**src/hw/lbst_cfg.svh**
```systemverilog
// Purpose: Constants for the bank state tracker link and both ends
// Assumes: Timing counts are in link clock periods
// Notes: Plain defaults; adjust per speed grade
`ifndef LBST_CFG_SVH
`define LBST_CFG_SVH
`define LBST_NUM_BANKS 8
`define LBST_BA_W 3
`define LBST_TMR_W 8
`define LBST_IN_W 12
`define LBST_DIV_W 2
`define LBST_DIV_LAST 2'h3
`define LBST_SYNC_RST 12'h400
`define LBST_T_RCD 8'h04
`define LBST_T_RP 8'h04
`define LBST_T_RFCPB 8'h0a
`define LBST_T_RFCAB 8'h14
`define LBST_T_MRR 8'h04
`define LBST_T_MRW 8'h06
`define LBST_T_XP 8'h03
`define LBST_T_XSR 8'h06
`define LBST_T_BURST 8'h08
`define LBST_T_MPC 8'h02
`define LBST_T_SRE 8'h01
`endif

```
**src/hw/lbst_pkg.sv**
```systemverilog
// Purpose: Types shared by both ends of the bank state tracker
// Assumes: Commands are abstract codes, not the pin encoding
// Notes: Binary codes written out
package lbst_pkg;
	typedef enum logic [3:0] {
		CMD_DES = 4'h0, CMD_NOP = 4'h1, CMD_ACT = 4'h2, CMD_RD = 4'h3,
		CMD_WR = 4'h4, CMD_MWR = 4'h5, CMD_PRE = 4'h6, CMD_REF = 4'h7,
		CMD_MRW = 4'h8, CMD_MRR = 4'h9, CMD_MPC = 4'ha, CMD_SRE = 4'hb,
		CMD_SRX = 4'hc
	} lbst_cmd_t;
	typedef enum logic [3:0] {
		BS_IDLE = 4'h0, BS_ACTG = 4'h1, BS_ACTIVE = 4'h2, BS_READ = 4'h3,
		BS_WRITE = 4'h4, BS_RD_AP = 4'h5, BS_WR_AP = 4'h6, BS_PRECH = 4'h7,
		BS_REF_PB = 4'h8, BS_REF_AB = 4'h9, BS_MRR_I = 4'ha, BS_MRR_A = 4'hb,
		BS_MRW_I = 4'hc
	} lbst_bank_t;
	typedef enum logic [2:0] {
		DEV_NORM = 3'h0, DEV_IPD = 3'h1, DEV_APD = 3'h2, DEV_SREF = 3'h3, DEV_SPD = 3'h4
	} lbst_dev_t;
endpackage

```
**src/hw/lbst_if.sv**
```systemverilog
// Purpose: Link between memory controller end and memory device end
// Assumes: Controller makes link_clk; all other controller lines change on its falling edge
// Notes: Data lines reduced to drive and termination indications
`timescale 1ns/100ps
`include "lbst_cfg.svh"
interface lbst_if;
	logic link_clk;
	logic cke;
	logic odt;
	lbst_pkg::lbst_cmd_t cmd;
	logic [`LBST_BA_W-1:0] ba;
	logic ap;
	logic ab;
	logic dq_oe;
	logic dq_term;
	modport dev (input link_clk, input cke, input odt, input cmd, input ba, input ap,
		input ab, output dq_oe, output dq_term);
	modport host (output link_clk, output cke, output odt, output cmd, output ba,
		output ap, output ab, input dq_oe, input dq_term);
endinterface

```
**src/hw/lbst_device.sv**
```systemverilog
// Purpose: Memory device end; tracks per-bank state and checks commands
// Assumes: All link inputs foreign to ref_clk; link_clk well below ref_clk/4
// Notes: Illegal commands are dropped and flagged on cmd_err_ff
`timescale 1ns/100ps
`include "lbst_cfg.svh"
module lbst_device #(
	parameter int NB = `LBST_NUM_BANKS
) (
	input wire logic ref_clk,
	input wire logic rstn,
	lbst_if.dev lnk,
	output logic cmd_err_ff,
	output logic all_idle_ff,
	output logic pd_ff,
	output logic sref_ff,
	output logic [NB-1:0] bank_open_ff
);
	logic [`LBST_IN_W-1:0] s1_ff;
	logic [`LBST_IN_W-1:0] s2_ff;
	logic lclk_prev_ff;
	logic cke_prev_ff;
	logic cke_edge_ff;
	logic chg_ff;
	logic [`LBST_TMR_W-1:0] xw_ff;
	lbst_pkg::lbst_dev_t dev_ff;
	lbst_pkg::lbst_bank_t bst_ff [NB];
	logic [`LBST_TMR_W-1:0] tmr_ff [NB];
	logic dq_oe_ff;
	logic dq_term_ff;
	logic s_lclk, s_cke, s_odt, s_ap, s_ab;
	lbst_pkg::lbst_cmd_t s_cmd;
	logic [`LBST_BA_W-1:0] s_ba;
	logic lk_rise, cke_fall, cke_rise, go, legal, accept, quiet, sref;
	logic all_idle, all_pre_ok, any_open, any_read, locked;
	logic [NB-1:0] hit;
	lbst_pkg::lbst_bank_t nxt_bst [NB];
	logic [`LBST_TMR_W-1:0] nxt_tmr [NB];

	// Every link line, clock enable too, crosses as a plain level
	always_ff @(posedge ref_clk or negedge rstn) begin
		if (!rstn) begin
			// Enable idles high; a low reset value would fake a wake edge
			s1_ff <= `LBST_SYNC_RST;
			s2_ff <= `LBST_SYNC_RST;
		end else begin
			s1_ff <= {lnk.link_clk, lnk.cke, lnk.odt, lnk.cmd, lnk.ba, lnk.ap, lnk.ab};
			s2_ff <= s1_ff;
		end
	end
	assign s_lclk = s2_ff[11];
	assign s_cke = s2_ff[10];
	assign s_odt = s2_ff[9];
	assign s_cmd = lbst_pkg::lbst_cmd_t'(s2_ff[8:5]);
	assign s_ba = s2_ff[4:2];
	assign s_ap = s2_ff[1];
	assign s_ab = s2_ff[0];

	always_ff @(posedge ref_clk or negedge rstn) begin
		if (!rstn) begin
			lclk_prev_ff <= 1'b0;
			cke_prev_ff <= 1'b1;
		end else begin
			lclk_prev_ff <= s_lclk;
			cke_prev_ff <= s_cke;
		end
	end
	assign lk_rise = s_lclk & ~lclk_prev_ff;
	assign cke_fall = cke_prev_ff & ~s_cke;
	assign cke_rise = ~cke_prev_ff & s_cke;
	assign quiet = (s_cmd == lbst_pkg::CMD_DES) || (s_cmd == lbst_pkg::CMD_NOP);
	assign sref = (dev_ff == lbst_pkg::DEV_SREF);

	// Enable level at the previous link edge, and a pending change flag
	always_ff @(posedge ref_clk or negedge rstn) begin
		if (!rstn) begin
			cke_edge_ff <= 1'b0;
			chg_ff <= 1'b0;
		end else begin
			if (lk_rise)
				cke_edge_ff <= s_cke;
			// Set wins over the clear at the link edge
			if (cke_fall || cke_rise)
				chg_ff <= 1'b1;
			else if (lk_rise)
				chg_ff <= 1'b0;
		end
	end

	// Exit time, counted in link edges so the clock must really toggle
	always_ff @(posedge ref_clk or negedge rstn) begin
		if (!rstn) begin
			xw_ff <= '0;
		end else if (cke_rise) begin
			xw_ff <= `LBST_T_XP;
		end else if (lk_rise && accept && s_cmd == lbst_pkg::CMD_SRX) begin
			xw_ff <= `LBST_T_XSR;
		end else if (lk_rise && xw_ff != '0) begin
			xw_ff <= xw_ff - 1'b1;
		end
	end

	always_ff @(posedge ref_clk or negedge rstn) begin
		if (!rstn) begin
			dev_ff <= lbst_pkg::DEV_NORM;
		end else if (cke_fall) begin
			case (dev_ff)
				lbst_pkg::DEV_NORM: dev_ff <= any_open ? lbst_pkg::DEV_APD : lbst_pkg::DEV_IPD;
				lbst_pkg::DEV_SREF: dev_ff <= lbst_pkg::DEV_SPD;
				default: dev_ff <= dev_ff;
			endcase
		end else if (cke_rise) begin
			case (dev_ff)
				lbst_pkg::DEV_IPD, lbst_pkg::DEV_APD: dev_ff <= lbst_pkg::DEV_NORM;
				lbst_pkg::DEV_SPD: dev_ff <= lbst_pkg::DEV_SREF;
				default: dev_ff <= dev_ff;
			endcase
		end else if (lk_rise && accept && s_cmd == lbst_pkg::CMD_SRE) begin
			dev_ff <= lbst_pkg::DEV_SREF;
		end else if (lk_rise && accept && s_cmd == lbst_pkg::CMD_SRX) begin
			dev_ff <= lbst_pkg::DEV_NORM;
		end
	end

	// Bank summaries
	always_comb begin
		all_idle = 1'b1;
		all_pre_ok = 1'b1;
		any_open = 1'b0;
		any_read = 1'b0;
		locked = 1'b0;
		for (int i = 0; i < NB; i++) begin
			if (bst_ff[i] != lbst_pkg::BS_IDLE)
				all_idle = 1'b0;
			if (!(bst_ff[i] inside {lbst_pkg::BS_IDLE, lbst_pkg::BS_ACTIVE,
				lbst_pkg::BS_READ, lbst_pkg::BS_WRITE}))
				all_pre_ok = 1'b0;
			if (bst_ff[i] inside {lbst_pkg::BS_ACTG, lbst_pkg::BS_ACTIVE,
				lbst_pkg::BS_READ, lbst_pkg::BS_WRITE, lbst_pkg::BS_MRR_A})
				any_open = 1'b1;
			if (bst_ff[i] inside {lbst_pkg::BS_READ, lbst_pkg::BS_RD_AP})
				any_read = 1'b1;
			if (bst_ff[i] inside {lbst_pkg::BS_REF_PB, lbst_pkg::BS_REF_AB,
				lbst_pkg::BS_MRR_I, lbst_pkg::BS_MRR_A, lbst_pkg::BS_MRW_I})
				locked = 1'b1;
		end
	end

	// Legality looks at the addressed bank; all-bank PRE/REF, MRW and SRE check every bank, and any locked bank blocks all but DES/NOP
	always_comb begin
		lbst_pkg::lbst_bank_t st;
		st = bst_ff[s_ba];
		case (s_cmd)
			lbst_pkg::CMD_DES, lbst_pkg::CMD_NOP: legal = 1'b1;
			lbst_pkg::CMD_ACT: legal = !sref && st == lbst_pkg::BS_IDLE;
			lbst_pkg::CMD_RD, lbst_pkg::CMD_WR, lbst_pkg::CMD_MWR:
				legal = !sref && (st inside {lbst_pkg::BS_ACTIVE, lbst_pkg::BS_READ,
					lbst_pkg::BS_WRITE});
			lbst_pkg::CMD_PRE:
				legal = !sref && (s_ab ? all_pre_ok : (st inside {lbst_pkg::BS_IDLE,
					lbst_pkg::BS_ACTIVE, lbst_pkg::BS_READ, lbst_pkg::BS_WRITE}));
			lbst_pkg::CMD_REF: legal = !sref && (s_ab ? all_idle : st == lbst_pkg::BS_IDLE);
			lbst_pkg::CMD_MRW: legal = all_idle;
			lbst_pkg::CMD_MRR, lbst_pkg::CMD_MPC: legal = 1'b1;
			lbst_pkg::CMD_SRE: legal = !sref && all_idle;
			lbst_pkg::CMD_SRX: legal = sref;
			default: legal = 1'b0;
		endcase
		if (locked && !quiet)
			legal = 1'b0;
	end

	assign go = lk_rise && s_cke && cke_edge_ff && xw_ff == '0 && !chg_ff;
	assign accept = go && legal && !quiet;

	// Next state of each bank hit by the accepted command
	always_comb begin
		for (int i = 0; i < NB; i++) begin
			hit[i] = 1'b0;
			nxt_bst[i] = bst_ff[i];
			nxt_tmr[i] = tmr_ff[i];
			case (s_cmd)
				lbst_pkg::CMD_ACT: begin
					hit[i] = (s_ba == i[`LBST_BA_W-1:0]);
					nxt_bst[i] = lbst_pkg::BS_ACTG;
					nxt_tmr[i] = `LBST_T_RCD;
				end
				lbst_pkg::CMD_RD, lbst_pkg::CMD_WR, lbst_pkg::CMD_MWR: begin
					hit[i] = (s_ba == i[`LBST_BA_W-1:0]);
					if (s_cmd == lbst_pkg::CMD_RD)
						nxt_bst[i] = s_ap ? lbst_pkg::BS_RD_AP : lbst_pkg::BS_READ;
					else
						nxt_bst[i] = s_ap ? lbst_pkg::BS_WR_AP : lbst_pkg::BS_WRITE;
					nxt_tmr[i] = s_ap ? `LBST_T_BURST + `LBST_T_RP : `LBST_T_BURST;
				end
				lbst_pkg::CMD_PRE: begin
					hit[i] = s_ab || (s_ba == i[`LBST_BA_W-1:0]);
					nxt_bst[i] = lbst_pkg::BS_PRECH;
					nxt_tmr[i] = `LBST_T_RP;
				end
				lbst_pkg::CMD_REF: begin
					hit[i] = s_ab || (s_ba == i[`LBST_BA_W-1:0]);
					nxt_bst[i] = s_ab ? lbst_pkg::BS_REF_AB : lbst_pkg::BS_REF_PB;
					nxt_tmr[i] = s_ab ? `LBST_T_RFCAB : `LBST_T_RFCPB;
				end
				lbst_pkg::CMD_MRR: begin
					// Banks in transition keep their own timers
					hit[i] = bst_ff[i] inside {lbst_pkg::BS_IDLE, lbst_pkg::BS_ACTIVE};
					nxt_bst[i] = (bst_ff[i] == lbst_pkg::BS_IDLE) ? lbst_pkg::BS_MRR_I
						: lbst_pkg::BS_MRR_A;
					nxt_tmr[i] = `LBST_T_MRR;
				end
				lbst_pkg::CMD_MRW: begin
					hit[i] = 1'b1;
					nxt_bst[i] = lbst_pkg::BS_MRW_I;
					nxt_tmr[i] = `LBST_T_MRW;
				end
				default: hit[i] = 1'b0;
			endcase
		end
	end

	function automatic lbst_pkg::lbst_bank_t done_st(input lbst_pkg::lbst_bank_t st);
		case (st)
			lbst_pkg::BS_ACTG, lbst_pkg::BS_READ, lbst_pkg::BS_WRITE,
			lbst_pkg::BS_MRR_A: done_st = lbst_pkg::BS_ACTIVE;
			default: done_st = lbst_pkg::BS_IDLE;
		endcase
	endfunction

	always_ff @(posedge ref_clk or negedge rstn) begin
		if (!rstn) begin
			for (int i = 0; i < NB; i++) begin
				bst_ff[i] <= lbst_pkg::BS_IDLE;
				tmr_ff[i] <= '0;
			end
		end else if (lk_rise) begin
			for (int i = 0; i < NB; i++) begin
				if (accept && hit[i]) begin
					bst_ff[i] <= nxt_bst[i];
					tmr_ff[i] <= nxt_tmr[i];
				end else if (tmr_ff[i] == `LBST_TMR_W'(1)) begin
					bst_ff[i] <= done_st(bst_ff[i]);
					tmr_ff[i] <= '0;
				end else if (tmr_ff[i] != '0) begin
					tmr_ff[i] <= tmr_ff[i] - 1'b1;
				end
			end
		end
	end

	always_ff @(posedge ref_clk or negedge rstn) begin
		if (!rstn) begin
			cmd_err_ff <= 1'b0;
		end else begin
			cmd_err_ff <= (go && !legal)
				|| (lk_rise && chg_ff && s_cmd != lbst_pkg::CMD_DES)
				|| (lk_rise && s_cke && xw_ff != '0 && !quiet);
		end
	end

	// Power-down lets termination, not drivers, own the data lines
	always_ff @(posedge ref_clk or negedge rstn) begin
		if (!rstn) begin
			dq_oe_ff <= 1'b0;
			dq_term_ff <= 1'b0;
			pd_ff <= 1'b0;
			sref_ff <= 1'b0;
			all_idle_ff <= 1'b1;
			bank_open_ff <= '0;
		end else begin
			pd_ff <= dev_ff inside {lbst_pkg::DEV_IPD, lbst_pkg::DEV_APD, lbst_pkg::DEV_SPD};
			dq_oe_ff <= (dev_ff == lbst_pkg::DEV_NORM) && any_read;
			dq_term_ff <= (dev_ff inside {lbst_pkg::DEV_IPD, lbst_pkg::DEV_APD,
				lbst_pkg::DEV_SPD}) && s_odt;
			sref_ff <= (dev_ff == lbst_pkg::DEV_SREF) || (dev_ff == lbst_pkg::DEV_SPD);
			all_idle_ff <= all_idle;
			for (int i = 0; i < NB; i++)
				bank_open_ff[i] <= bst_ff[i] inside {lbst_pkg::BS_ACTIVE, lbst_pkg::BS_READ,
					lbst_pkg::BS_WRITE, lbst_pkg::BS_MRR_A};
		end
	end
	assign lnk.dq_oe = dq_oe_ff;
	assign lnk.dq_term = dq_term_ff;
endmodule // lbst_device

```
**src/flat_wrapper.sv**
```systemverilog
// flat-port wrapper written by rule: the top's interface ports become plain ports
module lbst_device_flat 
#(
	parameter int NB = `LBST_NUM_BANKS
)
  (ref_clk, rstn, cmd_err_ff, all_idle_ff, pd_ff, sref_ff, bank_open_ff, lnk_link_clk, lnk_cke, lnk_odt, lnk_cmd, lnk_ba, lnk_ap, lnk_ab, lnk_dq_oe, lnk_dq_term);
  lbst_if lnk_i ();
  input wire logic ref_clk;
  input wire logic rstn;
  output logic cmd_err_ff;
  output logic all_idle_ff;
  output logic pd_ff;
  output logic sref_ff;
  output logic [NB-1:0] bank_open_ff;
  input wire logic [$bits(lnk_i.link_clk)-1:0] lnk_link_clk;
  input wire logic [$bits(lnk_i.cke)-1:0] lnk_cke;
  input wire logic [$bits(lnk_i.odt)-1:0] lnk_odt;
  input wire logic [$bits(lnk_i.cmd)-1:0] lnk_cmd;
  input wire logic [$bits(lnk_i.ba)-1:0] lnk_ba;
  input wire logic [$bits(lnk_i.ap)-1:0] lnk_ap;
  input wire logic [$bits(lnk_i.ab)-1:0] lnk_ab;
  output wire logic [$bits(lnk_i.dq_oe)-1:0] lnk_dq_oe;
  output wire logic [$bits(lnk_i.dq_term)-1:0] lnk_dq_term;
  assign lnk_i.link_clk = lnk_link_clk;
  assign lnk_i.cke = lnk_cke;
  assign lnk_i.odt = lnk_odt;
  assign lnk_i.cmd = lnk_cmd;
  assign lnk_i.ba = lnk_ba;
  assign lnk_i.ap = lnk_ap;
  assign lnk_i.ab = lnk_ab;
  assign lnk_dq_oe = lnk_i.dq_oe;
  assign lnk_dq_term = lnk_i.dq_term;
  lbst_device #(.NB(NB)) u_core (.ref_clk(ref_clk), .rstn(rstn), .lnk(lnk_i), .cmd_err_ff(cmd_err_ff), .all_idle_ff(all_idle_ff), .pd_ff(pd_ff), .sref_ff(sref_ff), .bank_open_ff(bank_open_ff));
endmodule
```
**config.mk**
```make
export PLATFORM = sky130hd
export DESIGN_NAME = lbst_device_flat
export DESIGN_NICKNAME = d
export VERILOG_FILES = /design/src/hw/lbst_pkg.sv /design/src/hw/lbst_if.sv /design/src/hw/lbst_device.sv /design/src/flat_wrapper.sv
export VERILOG_INCLUDE_DIRS = /design/src /design/src/hw
export SDC_FILE = /design/constraint.sdc
export NUM_CORES = 1
export LEC_CHECK = 0
export BUFFER_PORTS_ARGS = -buffer_cell sky130_fd_sc_hd__buf_2
export CELL_PAD_IN_SITES_DETAIL_PLACEMENT = 1
export CELL_PAD_IN_SITES_GLOBAL_PLACEMENT = 2
export CORE_MARGIN = 4
export CORE_UTILIZATION = 43
export CTS_CLUSTER_DIAMETER = 30
export DETAILED_ROUTE_END_ITERATION = 8
export PLACE_DENSITY_LB_ADDON = 0.1
export SETUP_SLACK_MARGIN = 0.4
export SLEW_MARGIN = 20
export SYNTH_ARGS = -nofsm -noshare
export SYNTH_HDL_FRONTEND = slang
export SYNTH_SLANG_ARGS = --single-unit
```
**constraint.sdc**
```tcl
create_clock -name ref_clk -period 4.75 [get_ports ref_clk]
set_input_delay 0.95 -clock ref_clk [delete_from_list [all_inputs] [get_ports ref_clk]]
set_output_delay 0.95 -clock ref_clk [all_outputs]
set_load 0.005 [all_outputs]
```
* After elaboration in Yosys (flattened, before gate mapping)
Index checks and enable logic that the tools add are counted.
W data, S select, Z words.
** Word-level totals
- Register bits :: 149
- Output and inout bits :: 14
** Cells by class
- Add/sub/neg operators :: 9
- $lt $le $gt $ge :: 1
- Equality and inequality tests :: 132
- Multiplexer cells :: 138
- Bitwise operators :: 7
- Reduce and logical (&&, ||, !) cells :: 180
** Operators with widths (number)
- $mux W8 :: 27
- $pmux W4 S6 :: 8
- $eq A4 B4 Y1 const B :: 45
- $reduce_bool A4 Y1 :: 27
- $eq A4 B3 Y1 const B :: 21
- $eq A4 B2 Y1 const B :: 20
- $reduce_bool A5 Y1 :: 16
- $mux W4 :: 19
- $reduce_bool A8 Y1 :: 9
- $sub A8 B1 Y8 const B :: 9
- $eq A8 B1 Y1 const B :: 8
- $ne A7 B7 Y1 const B :: 8
- $mux W1 :: 54
- $reduce_and A3 Y1 :: 17
- $reduce_bool A2 Y1 :: 25
- $logic_not A4 Y1 :: 10
- $ne A5 B5 Y1 const B :: 8
- $reduce_or A4 Y1 :: 10
- $eq A4 B1 Y1 const B :: 9
- $reduce_bool A3 Y1 :: 11
- $pmux W1 S4 :: 8
- $pmux W8 S4 :: 1
- $logic_and A1 B1 Y1 :: 31
- $mux W2 :: 10
- 20 further kinds :: 56

* Depth between registers and ports, before layout
Gate-level depths: netlist of the first run.
- Word-level depth :: 22
- Depth in mapped cells :: 11

* Worst setup path after synthesis of the first run
No wires, ideal clock.
- Kind :: register -> register
- Start point :: reg u_core.bst_ff[6] in the netlist's numbering
- End point :: reg u_core.tmr_ff[1] in the netlist's numbering
- Setup time :: 125 ps
- Arrival :: 2764 ps
- Required time :: 4625 ps
- Slack :: 1862 ps
- Cell stages (with the launch flop) :: 10
- Clock period less this slack :: 2888 ps
- Cells stage by stage :: dfrtp_1 -> clkbuf_1 -> mux4_2 -> mux2_2 -> nor3b_1 -> o211a_2 -> o21a_4 -> o21ai_2 -> and2_1 -> mux2_2
** Between the ends
- Word-level cells in the longest chain between the ends :: 14
** Ends and longest elaborated chain
- start, declared :: line lbst_device.sv:26 : lbst_pkg::lbst_bank_t bst_ff [NB];
- start signal, assigned by index :: line lbst_device.sv:233 : bst_ff[i] <= lbst_pkg::BS_IDLE;
- start signal, assigned by index :: line lbst_device.sv:239 : bst_ff[i] <= nxt_bst[i];
- start signal, assigned by index :: line lbst_device.sv:242 : bst_ff[i] <= done_st(bst_ff[i]);
- $bmux W4 S3 :: line lbst_device.sv:151 : st = bst_ff[s_ba];
- $mux W4 (not written as such) (2 in series) :: line lbst_device.sv:151
- $eq A4 B2 Y1, or another cell as far along :: line lbst_device.sv:156, lbst_device.sv:159
- $reduce_bool A4 Y1 :: line lbst_device.sv:159 : legal = !sref && (s_ab ? all_pre_ok : (st inside {lbst_pkg::BS_IDLE,
- $mux W1 :: line lbst_device.sv:159
- $logic_and A1 B1 Y1 :: line lbst_device.sv:159
- $pmux W1 S8 :: line lbst_device.sv:152 : case (s_cmd)
- $mux W1 (*) :: line lbst_device.sv:168 : if (locked && !quiet)
- $logic_and A1 B1 Y1 (*) (2 in series) :: line lbst_device.sv:173 : assign accept = go && legal && !quiet;
- $logic_and A1 B1 Y1 (*) :: line lbst_device.sv:238 : if (accept && hit[i]) begin
- $ne A5 B5 Y1 (no source line) / $reduce_bool A3 Y1 (equally long branches)
- $reduce_and A3 Y1 (no source line)
- end signal, assigned by index :: line lbst_device.sv:240 : tmr_ff[i] <= nxt_tmr[i];
- end signal, assigned by index :: line lbst_device.sv:245 : tmr_ff[i] <= tmr_ff[i] - 1'b1;
- end, declared :: line lbst_device.sv:27 : logic [`LBST_TMR_W-1:0] tmr_ff [NB];
Mark *: on every way between the ends. The rest lies on a longest branch, timed or not. The select of a mux whose other input is x is not followed.
A chain may end at the register's enable or synchronous reset.

* Final worst setup path of the first run
- Start point :: reg u_core.xw_ff[3]
- End point :: reg u_core.bst_ff[5] in the netlist's numbering
** Between the ends
- Word-level cells in the longest chain between the ends :: 8
** Ends and longest elaborated chain
- start, declared :: line lbst_device.sv:24 : logic [`LBST_TMR_W-1:0] xw_ff;
- start signal, assigned :: line lbst_device.sv:94 : xw_ff <= `LBST_T_XP;
- start signal, assigned :: line lbst_device.sv:96 : xw_ff <= `LBST_T_XSR;
- start signal, assigned :: line lbst_device.sv:98 : xw_ff <= xw_ff - 1'b1;
- $logic_not A8 Y1 (*) :: line lbst_device.sv:172 : assign go = lk_rise && s_cke && cke_edge_ff && xw_ff == '0 && !chg_ff;
- $logic_and A1 B1 Y1 (*) (2 in series) :: line lbst_device.sv:172
- $logic_and A1 B1 Y1 (*) (2 in series) :: line lbst_device.sv:173
- $logic_and A1 B1 Y1 (*) :: line lbst_device.sv:238
- $ne A7 B7 Y1 (no source line) / $reduce_bool A2 Y1 (equally long branches)
- $reduce_and A3 Y1 (no source line)
Mark *: on every way between the ends. The rest lies on a longest branch, timed or not.

==> results_dict.tcl, run 1 <==
set metrics [dict create \
    die_w_um 156 \
    antenna_found_initial 0 \
    whs_path_depth 0 \
    placementRows 53 \
    slew_viol_final 0 \
    worstReg2RegStart "u_core.xw_ff[3]$_DFFE_PN0P_" \
    nets 1100 \
    synth-warning-count 0 \
    avgSynthCellArea_sq_um 8.87 \
    r2r_slack_ps 900 \
    crit_fanout 17 \
    cts_buffers 17 \
    drt-initial-drc-count 503 \
    syn_inst 1062 \
    coreArea_sq_mm 0.0213 \
    synth-adder-area-share_pct 2.66 \
    synth_compound_area_share_pct 22.0 \
    status "finished, final reports clean" \
    rsz0062_at_grt "no" \
    hold_viol 0 \
    drt_first_pass_iters 5 \
    syn-cell-area_sq_mm 0.00942 \
    vias 8439 \
    fmax_mhz 259 \
    globalplace.congestion 0.952 \
    cts_max_level 4 \
    crit_path_end_kind "flip-flop" \
    synth_flop_cell "dfrtp_1" \
    skew_ps 14.4 \
    yosysUniqueCellTypes 85 \
    whs_endpoint "u_core.s2_ff[3]$_DFF_PN0_" \
    grt_pass1_vias 8702 \
    grt_util_met1_pct 35.8 \
    max-cap-violations 0 \
    wire_per_inst_um 23.1 \
    areaGrowthSynthToFinish_pct 10.0 \
    r2r-end "u_core.bst_ff[5]$_DFFE_PN0P_" \
    synth-edff-count 0 \
    cts.sinks 149 \
    synth-xor-area-share_pct 2.04 \
    synth_nets 1096 \
    async_flop_share_pct 100 \
    wl_um 31300 \
    fin_hold_ws_ps 349 \
    clk_pin_slew_ps 70 \
    clockBufferDepth 2 \
    drive_gt1_share_pct 11.9 \
    die-area_sq_mm 0.0243 \
    synth_mux_area_share_pct 6.19 \
    cp_data_required_time_ps 5060 \
    cts_tree "yes" \
    hold_path.class "reg -> reg" \
    grt_max_degree 90 \
    drc 0 \
    grt_pass1_wl_um 50000 \
    gr-usage-all-layers_pct 26.4 \
    yosysSeqAreaShare_pct 39.6 \
    die_h_um 156 \
    ant_nets 0 \
    hp-start "u_core.s1_ff[3]$_DFF_PN0_" \
    placement.io_buffers 27 \
    setup_viol 0 \
    r2r_cells 9 \
    grt.busiest_layer "met2" \
    fin_crit_sh_pct 81.1 \
    p_leak_nw 4.41 \
    vias_per_cell 6.23 \
    cts_root_buf "clkbuf_16" \
    vdd_drop_max_uv 209 \
    grt-ovfl-total 0 \
    post-cts-setup-buffer-count 0 \
    maxSlewHeadroom_pct 21.9 \
    synth_top_family_by_area "simple AND/OR/NAND/NOR gates" \
    synth_simple_gate_area_share_pct 22.9 \
    finalSetupTns_ps 0 \
    arrival_ps 4170 \
    path_class "reg -> reg" \
    dp_hpwl_um 22600 \
    pin_count 28 \
    grt_use_met2_pct 41.1 \
    ctsHoldBuffers 0 \
    cp-start-kind "flip-flop" \
    num_antenna_cells 0 \
    min_period_ps 3850 \
    worst_slew_pin_slew_ps 1160 \
    start_util_pct 44.3 \
    cts-resized-gates 0 \
    clk_latency_ps 440 \
    p_per_area_mw_per_mm2 414 \
    grt_use_met3_pct 6.74 \
    synth-seq-cells 149 \
]
-- synthesized netlist by cell type (all sizes together), types with 7 or more instances --
master,n,area [sq um]
dfrtp,145,3630
nand2,103,387
nor2,83,312
o21ai,79,414
a21oi,48,259
clkbuf,48,180
inv,48,180
nor4,37,238
nand2b,35,219
nor3,33,165
mux2i,29,290
nand3,25,125
ha,20,250
or3,15,93.8
and2,14,87.6
mux2,14,158
o211ai,13,113
xnor2,13,114
a31oi,12,75.1
buf,12,63.8
nand4,12,75.1
o31ai,12,90.1
a21o,11,82.6
a22o,11,96.3
a22oi,10,75.1
nor2b,10,62.6
o22ai,10,62.6
or4,10,75.1
nor3b,9,67.6
o2bb2ai,9,78.8
xor2,9,78.8
nor4b,8,76.3
a21boi,7,56.3
and3,7,43.8
-- metal layers --
metal | part of all wire [%] | vias up | routed length (um)
met1 | 45 | 4225 | 14100
met3 | 6.4 | 51 | 2020
met2 | 46 | 217 | 14400
met4 | 2.6 | 0 | 815
li1 | - | 3946 | -
met5 | 0 | - | 0
-- cell families after synthesis --
group,Yosys count
muxes,49
DFF,149
adders and majority gates,20
buffers and inverters,109
and+or+nand+nor,418
xor gates and xnor gates,22
AOI/OAI and AO/OA,295
-- how the worst max path moves through the flow --
| stage | slack, ps | cells after the start | startpoint | end |
|---|---|---|---|---|
| after floorplan | 1860 | 9 | u_core.bst_ff[6]$_DFFE_PN0P_ | u_core.tmr_ff[1]$_DFFE_PN0P_ |
| after global placement | 970 | 8 | u_core.s2_ff[2]$_DFF_PN0_ | u_core.tmr_ff[1]$_DFFE_PN0P_ |
| after detailed placement | 950 | 8 | u_core.s2_ff[2]$_DFF_PN0_ | u_core.tmr_ff[1]$_DFFE_PN0P_ |
| after CTS | 920 | 8 | u_core.s2_ff[2]$_DFF_PN0_ | u_core.tmr_ff[1]$_DFFE_PN0P_ |
| after global routing | 620 | 9 | u_core.xw_ff[3]$_DFFE_PN0P_ | u_core.bst_ff[5]$_DFFE_PN0P_ |
| final | 900 | 9 | u_core.xw_ff[3]$_DFFE_PN0P_ | u_core.bst_ff[5]$_DFFE_PN0P_ |
-- flip-flops by register name (all words and copies together) (netlist names), 3 cells and up --
name                 flops
u_core.bank_open_ff      8
u_core.bst_ff           32
u_core.dev_ff            3
u_core.s1_ff            12
u_core.s2_ff            12
u_core.tmr_ff           64
u_core.xw_ff             8
-- cells in the final DEF (no fill, tap or decap), types with 12 or more instances in the layout --
cell and n:
nand2b_1 34, buf_2 26, dfrtp_1 145, mux2i_1 29, buf_4 18, a21oi_1 43
nor2_1 83, nor4_1 36, nand2_1 103, or3_1 15, nor3_1 33, inv_1 48
xnor2_1 13, nand3_1 25, nand4_1 12, ha_1 20, clkbuf_16 17, and2_1 14
o21ai_0 65
-- critical path: stages (launching register included) --
cell and delay [ps]:
dfrtp_1 430, nor4_1 610, nand4_1 290, nor3_1 400
nor4b_2 470, buf_4 250, nand2b_1 80, a21oi_2 650
o21ai_1 240, a22o_1 300
-- stage by stage --
stage / utilization [%] / power (W) / cell area [sq um] / setup WS (ps) / instances
5_1_grt: 48.7 / 0.00459 / 10400 / 617 / 1354
4_1_cts: 48.7 / 0.00432 / 10400 / 920 / 1354
3_5_place_dp: 46.1 / 0.00302 / 9820 / 947 / 1322
3_3_place_gp: 46.1 / 0.00298 / 9810 / 967 / 1322
6_report: 48.7 / 0.00429 / 10400 / 896 / 1354
2_1_floorplan: - / 0.00264 / 9420 / 1860 / 1062
-- power by group --
group          switching [W]  leakage (nW)  internal [W]  total (W)
combinational       0.000652          2.28      0.000497    0.00115
clock               0.000603         0.269      0.000681    0.00128
sequential          0.000310          1.87       0.00155    0.00186
-- layout make-up --
class                      count  area [sq um]
sequential                   149          3730
fill                        2500         10900
clock inverter                15           119
multi-input combinational    804          5280
tap                          275           344
clock buffer                  17           425
timing repair buffer          45           277
inverter                      49           184
(Power assumes the default switching activity.)
==> run 2: changes to the inputs <==
--- a/config.mk
+++ b/config.mk
@@ -10,7 +10,7 @@
 export CELL_PAD_IN_SITES_DETAIL_PLACEMENT = 1
 export CELL_PAD_IN_SITES_GLOBAL_PLACEMENT = 2
 export CORE_MARGIN = 4
-export CORE_UTILIZATION = 43
+export CORE_UTILIZATION = 40
 export CTS_CLUSTER_DIAMETER = 30
 export DETAILED_ROUTE_END_ITERATION = 8
 export PLACE_DENSITY_LB_ADDON = 0.1
==> constraint.sdc (replaced) <==
create_clock -name ref_clk -period 3.8 [get_ports ref_clk]
set_input_delay 0.76 -clock ref_clk [delete_from_list [all_inputs] [get_ports ref_clk]]
set_output_delay 0.76 -clock ref_clk [all_outputs]
set_load 0.005 [all_outputs]
==> run 2 against run 1 <==
Core utilization is 1.3 points lower. Register-to-register slack worse by 410 ps. Die area is 7.1% higher. Clock power is 46% higher. Global-route usage down 1.5 points. Maximum frequency grew 16%. Combinational power grew 28%. Sequential share of layout area shrank 1.6 points. Final area up 4.8%. Worst hold slack worse by 88 ps. Critical path type unchanged. Largest power group unchanged.
==> results_dict.tcl, run 2 (synthesis gave the netlist of run 1 again) <==
set metrics [dict create \
    status "finished, final reports clean" \
    power_w 0.00565 \
    vias 8607 \
    ant_nets 0 \
    placement.io_buffers 27 \
    layout_common_cells "144 x dfrtp_1, 103 x nand2_1, 82 x nor2_1" \
    placementRows 55 \
    max-cap-violations 0 \
    crit_fanout 16 \
    vias_per_cell 6.03 \
    areaGrowthSynthToFinish_pct 15.3 \
    maxSlewHeadroom_pct 30.4 \
    die-area_sq_mm 0.0261 \
    drc 0 \
    utilization_pct 47.4 \
    grt_max_degree 50 \
    fmax_mhz 302 \
    slew_viol_final 0 \
    nFillCells 2686 \
    skew_ps 11.5 \
    drt-initial-drc-count 597 \
    start_util_pct 41.1 \
    grt_pass1_vias 8698 \
    p_leak_nw 4.64 \
    drive_gt1_share_pct 15.3 \
    pin_count 28 \
    grt-ovfl-total 0 \
    cp-start-kind "flip-flop" \
    pre_cts_ws_ps 441 \
    p_per_area_mw_per_mm2 521 \
    min_period_ps 3310 \
    crit_path_frequent_cell "mux2_2" \
    die_h_um 161 \
    cts_max_level 4 \
    dp_hpwl_um 24100 \
    r2r-end "u_core.dev_ff[1]$_DFFE_PN0P_" \
    ctsHoldBuffers 0 \
    cts.sinks 149 \
    clk_latency_ps 430 \
    post-cts-setup-buffer-count 0 \
    wire_per_inst_um 22.5 \
    cts_buffers 17 \
    die_w_um 161 \
    drt_first_pass_iters 7 \
    antenna_found_initial 0 \
    grt_pass1_wl_um 51100 \
    rsz0062_at_grt "yes" \
    critPathBufInv 1 \
    nets 1136 \
    r2r_slack_ps 490 \
    path_depth 9 \
    path_delay_family "compound AO/OA/AOI/OAI gates" \
    gr-usage-all-layers_pct 24.9 \
    crit_slowest_cell "dfrtp_1" \
    hold_path.class "in -> async" \
    vdd_drop_max_uv 333 \
    regMostFlops "u_core.tmr_ff" \
    crit_path_end_kind "flip-flop" \
    num_antenna_cells 0 \
    cp_cell_sequence "buf_4 > mux2_2 > o22a_1 > o211ai_1 > and2_1 > o21a_4 > o2111ai_1 > a21oi_2 > mux2_2" \
    coreArea_sq_mm 0.0229 \
    clk_pin_slew_ps 70 \
    worstReg2RegStart "u_core.s2_ff[3]$_DFF_PN0_" \
    arrival_ps 3620 \
    clockBufferDepth 2 \
    final_common_cell "dfrtp_1" \
    wl_um 32100 \
    r2r_cells 9 \
    cp_data_required_time_ps 4110 \
    finalSetupTns_ps 0 \
    cts_root_buf "clkbuf_16" \
    worst_path_largest_cell_delay_ps 610 \
    top_regs "u_core.tmr_ff (64), u_core.bst_ff (32)" \
    hold_viol 0 \
    globalplace.congestion 0.942 \
    worst_slew_pin_slew_ps 1040 \
    largest_register_ffs 64 \
    setup_ws_ps 485 \
    path_class "reg -> reg" \
    cts_tree "yes" \
    fin_crit_sh_pct 87.2 \
    setup_viol 0 \
]
-- run 2: layout make-up --
cell class | count | area, sq um | share of cell area [%]
clock buffer | 19 | 443 | 4.08
clock inverter | 13 | 194 | 1.79
inverter | 49 | 184 | 1.69
multi-input combinational | 804 | 5350 | 49.3
sequential | 149 | 3730 | 34.4
tap | 313 | 392 | 3.61
timing repair buffer | 81 | 559 | 5.15
-- run 2: where the power goes --
| part | internal (W) | total [W] | switching (W) | leakage (nW) |
|---|---|---|---|---|
| logic | 0.000639 | 0.00147 | 0.000832 | 2.48 |
| clock network | 0.00113 | 0.00187 | 0.000742 | 0.303 |
| registers | 0.00193 | 0.00231 | 0.000378 | 1.87 |
-- run 2: metrics by stage --
stage          instance area, sq um  cells  hold WS [ps]
2_1_floorplan                  9420   1062           331
4_1_cts                       10800   1428           266
6_report                      10900   1428           261
3_5_place_dp                  10100   1396           337
3_3_place_gp                  10100   1396           334
5_1_grt                       10900   1428           286
-- run 2: repair_timing --
| action | 4_1_cts | 5_1_grt |
|---|---|---|
| resized for setup | 1 | 14 |
| endpoints found under the setup margin | 1 | 43 |
| hold endpoints to repair | 0 | 0 |
-- run 2: how the worst max path moves through the flow --
stage | endpoint | from | slack, ps
5_1_grt | u_core.dev_ff[1]$_DFFE_PN0P_ | u_core.bst_ff[9]$_DFFE_PN0P_ | 300
6_report | u_core.dev_ff[1]$_DFFE_PN0P_ | u_core.s2_ff[3]$_DFF_PN0_ | 490
2_1_floorplan | u_core.tmr_ff[1]$_DFFE_PN0P_ | u_core.bst_ff[6]$_DFFE_PN0P_ | 910
4_1_cts | u_core.tmr_ff[1]$_DFFE_PN0P_ | u_core.bst_ff[4]$_DFFE_PN0P_ | 410
3_5_place_dp | u_core.bst_ff[13]$_DFFE_PN0P_ | u_core.s2_ff[2]$_DFF_PN0_ | 440
3_3_place_gp | u_core.tmr_ff[1]$_DFFE_PN0P_ | u_core.bst_ff[4]$_DFFE_PN0P_ | 500
-- run 2: per-layer routing --
metal / vias to the layer above / part of all wire, % / GRT usage [%] / routed length, um
met2: 200 / 47 / 40.0 / 15000
li1: 4004 / - / - / -
met1: 4355 / 46 / 34.7 / 14800
met3: 48 / 4.6 / 3.90 / 1470
met5: - / 0 / 0 / 0
met4: 0 / 2.6 / 7.75 / 847
==> run 3: changes to the inputs <==
--- a/config.mk
+++ b/config.mk
@@ -10,11 +10,11 @@
 export CELL_PAD_IN_SITES_DETAIL_PLACEMENT = 1
 export CELL_PAD_IN_SITES_GLOBAL_PLACEMENT = 2
 export CORE_MARGIN = 4
-export CORE_UTILIZATION = 40
+export CORE_UTILIZATION = 35
 export CTS_CLUSTER_DIAMETER = 30
 export DETAILED_ROUTE_END_ITERATION = 8
 export PLACE_DENSITY_LB_ADDON = 0.1
-export SETUP_SLACK_MARGIN = 0.4
+export SETUP_SLACK_MARGIN = 0.3
 export SLEW_MARGIN = 20
 export SYNTH_ARGS = -nofsm -noshare
 export SYNTH_HDL_FRONTEND = slang
==> run 3 against run 2 <==
Core utilization is 6.2 points lower. Maximum frequency is 1.2% higher. Power is 1.5% lower. Clock power is 5% lower. Clock skew is 7.6 ps higher. Combinational power hardly changed. Final area is 0.21% lower. Critical endpoint unchanged. Via count is 0.74% higher. Sequential cell count stayed put.
==> results_dict.tcl, run 3 (synthesis gave the netlist of run 1 again) <==
set metrics [dict create \
    final_common_cell "dfrtp_1" \
    arrival_ps 3600 \
    drc 0 \
    max-cap-violations 0 \
    placement.io_buffers 27 \
    utilization_pct 41.2 \
    drt_first_pass_iters 5 \
    p_leak_nw 4.66 \
    die-area_sq_mm 0.0296 \
    crit_fanout 16 \
    grt_pass1_vias 8918 \
    crit_path_end_kind "flip-flop" \
    stdcell_count 1456 \
    cts_buffers 17 \
    clk_pin_slew_ps 80 \
    fin_crit_sh_pct 86.2 \
    ctsHoldBuffers 0 \
    top_regs "u_core.tmr_ff (64), u_core.bst_ff (32)" \
    antenna_found_initial 0 \
    power_w 0.00557 \
    cts_tree "yes" \
    num_antenna_cells 0 \
    grt_pass1_wl_um 52400 \
    p_per_area_mw_per_mm2 514 \
    areaGrowthSynthToFinish_pct 15.0 \
    dr_wl_met2_um 14900 \
    ant_nets 0 \
    worst_path_largest_cell_delay_ps 460 \
    nFillCells 3055 \
    clk_latency_ps 440 \
    crit_slowest_cell "a2111oi_2" \
    met1_length_um 16000 \
    vias_per_cell 5.96 \
    cts_root_buf "clkbuf_16" \
    clockBufferDepth 2 \
    worst_slew_pin_slew_ps 1010 \
    path_class "reg -> reg" \
    globalplace.congestion 0.963 \
    fmax_mhz 305 \
    cts-resized-gates 1 \
    cp_data_required_time_ps 4120 \
    min_period_ps 3280 \
    critPathBufInv 1 \
    finalSetupTns_ps 0 \
    start_util_pct 35.9 \
    rsz0062_at_grt "no" \
    skew_ps 19.1 \
    cts.sinks 149 \
    die_w_um 172 \
    pin_count 28 \
    cp-start-kind "flip-flop" \
    cts_max_level 4 \
    hold_path.class "in -> async" \
    dp_hpwl_um 24700 \
    hold_viol 0 \
    vias 8671 \
    regMostFlops "u_core.tmr_ff" \
    setup_viol 0 \
    cp_cell_sequence "buf_4 > nor4_1 > nand4_1 > a2111oi_2 > a211o_1 > o21a_4 > o2111ai_1 > a21oi_2 > mux2_2" \
    nets 1142 \
    drive_gt1_share_pct 15.4 \
    dp_cells 1424 \
    gr-usage-all-layers_pct 22.9 \
    top_layer "met4" \
    coreArea_sq_mm 0.0263 \
    drt-initial-drc-count 618 \
    route.met3.wl_um 1380 \
    vdd_drop_max_uv 233 \
    status "finished, final reports clean" \
    largest_register_ffs 64 \
    placementRows 59 \
    path_delay_family "compound AO/OA/AOI/OAI gates" \
    post-cts-setup-buffer-count 0 \
    die_h_um 172 \
    slew_viol_final 0 \
    grt_max_degree 69 \
    wire_per_inst_um 22.7 \
    wl_um 33000 \
    layout_common_cells "144 x dfrtp_1, 103 x nand2_1, 83 x nor2_1" \
    grt-ovfl-total 0 \
    maxSlewHeadroom_pct 32.7 \
]
run 3: cell types whose count changed in the layout (fill, tap and decap cells not counted), moves of 2 or more:
cell | previous run | this run
a21oi_2 | 2 | 4
inv_8 | 1 | 4
buf_4 | 53 | 59
o31ai_2 | 2 | 0
bufinv_16 | 4 | 1
o31ai_1 | 10 | 12
a21oi_4 | 4 | 1
inv_6 | 3 | 8
clkinvlp_4 | 3 | 1
run 3: worst paths after layout:
kind                                          startpoint                            end  slack (ps)  depth (start not counted)
setup / recovery           u_core.bst_ff[10]$_DFFE_PN0P_   u_core.dev_ff[1]$_DFFE_PN0P_         520                          9
hold reg to reg               u_core.s1_ff[11]$_DFF_PN0_     u_core.s2_ff[11]$_DFF_PN0_         350                          0
min in group ref_clk          u_core.s1_ff[11]$_DFF_PN0_     u_core.s2_ff[11]$_DFF_PN0_         350                          0
setup reg to reg           u_core.bst_ff[10]$_DFFE_PN0P_   u_core.dev_ff[1]$_DFFE_PN0P_         520                          9
max in group asynchronous                           rstn  u_core.tmr_ff[31]$_DFFE_PN0P_        2570                          2
hold / removal                                      rstn  u_core.tmr_ff[63]$_DFFE_PN0P_         300                          1
run 3: final cells by class:
cell class	count	area, sq um	area share (%)
clock inverters	14	153	1.41
well taps	335	419	3.87
inverters	49	184	1.70
flip-flops and latches	149	3730	34.5
repair buffers	87	604	5.58
multi-input cells	804	5300	48.9
clock buffers	18	439	4.05
run 3: metrics by stage:
step	hold WS, ps	worst slack [ps]	instance area [sq um]
after global placement	332	320	10200
after floorplan	331	912	9420
after CTS	340	337	10800
final	304	524	10800
after detailed placement	336	279	10200
after global routing	356	356	10800
run 3: report_power, final:
| group | switching [W] | internal [W] |
|---|---|---|
| registers | 0.000376 | 0.00193 |
| logic | 0.000840 | 0.000652 |
| clock network | 0.000810 | 0.000956 |
| total | 0.00203 | 0.00354 |
run 3: routing by layer:
| metal | up-vias | GRT usage, % |
|---|---|---|
| met3 | 47 | 3.36 |
| met4 | 0 | 6.70 |
| met1 | 4390 | 33.1 |
| met2 | 199 | 35.6 |
| li1 | 4035 | - |
| met5 | - | 0 |
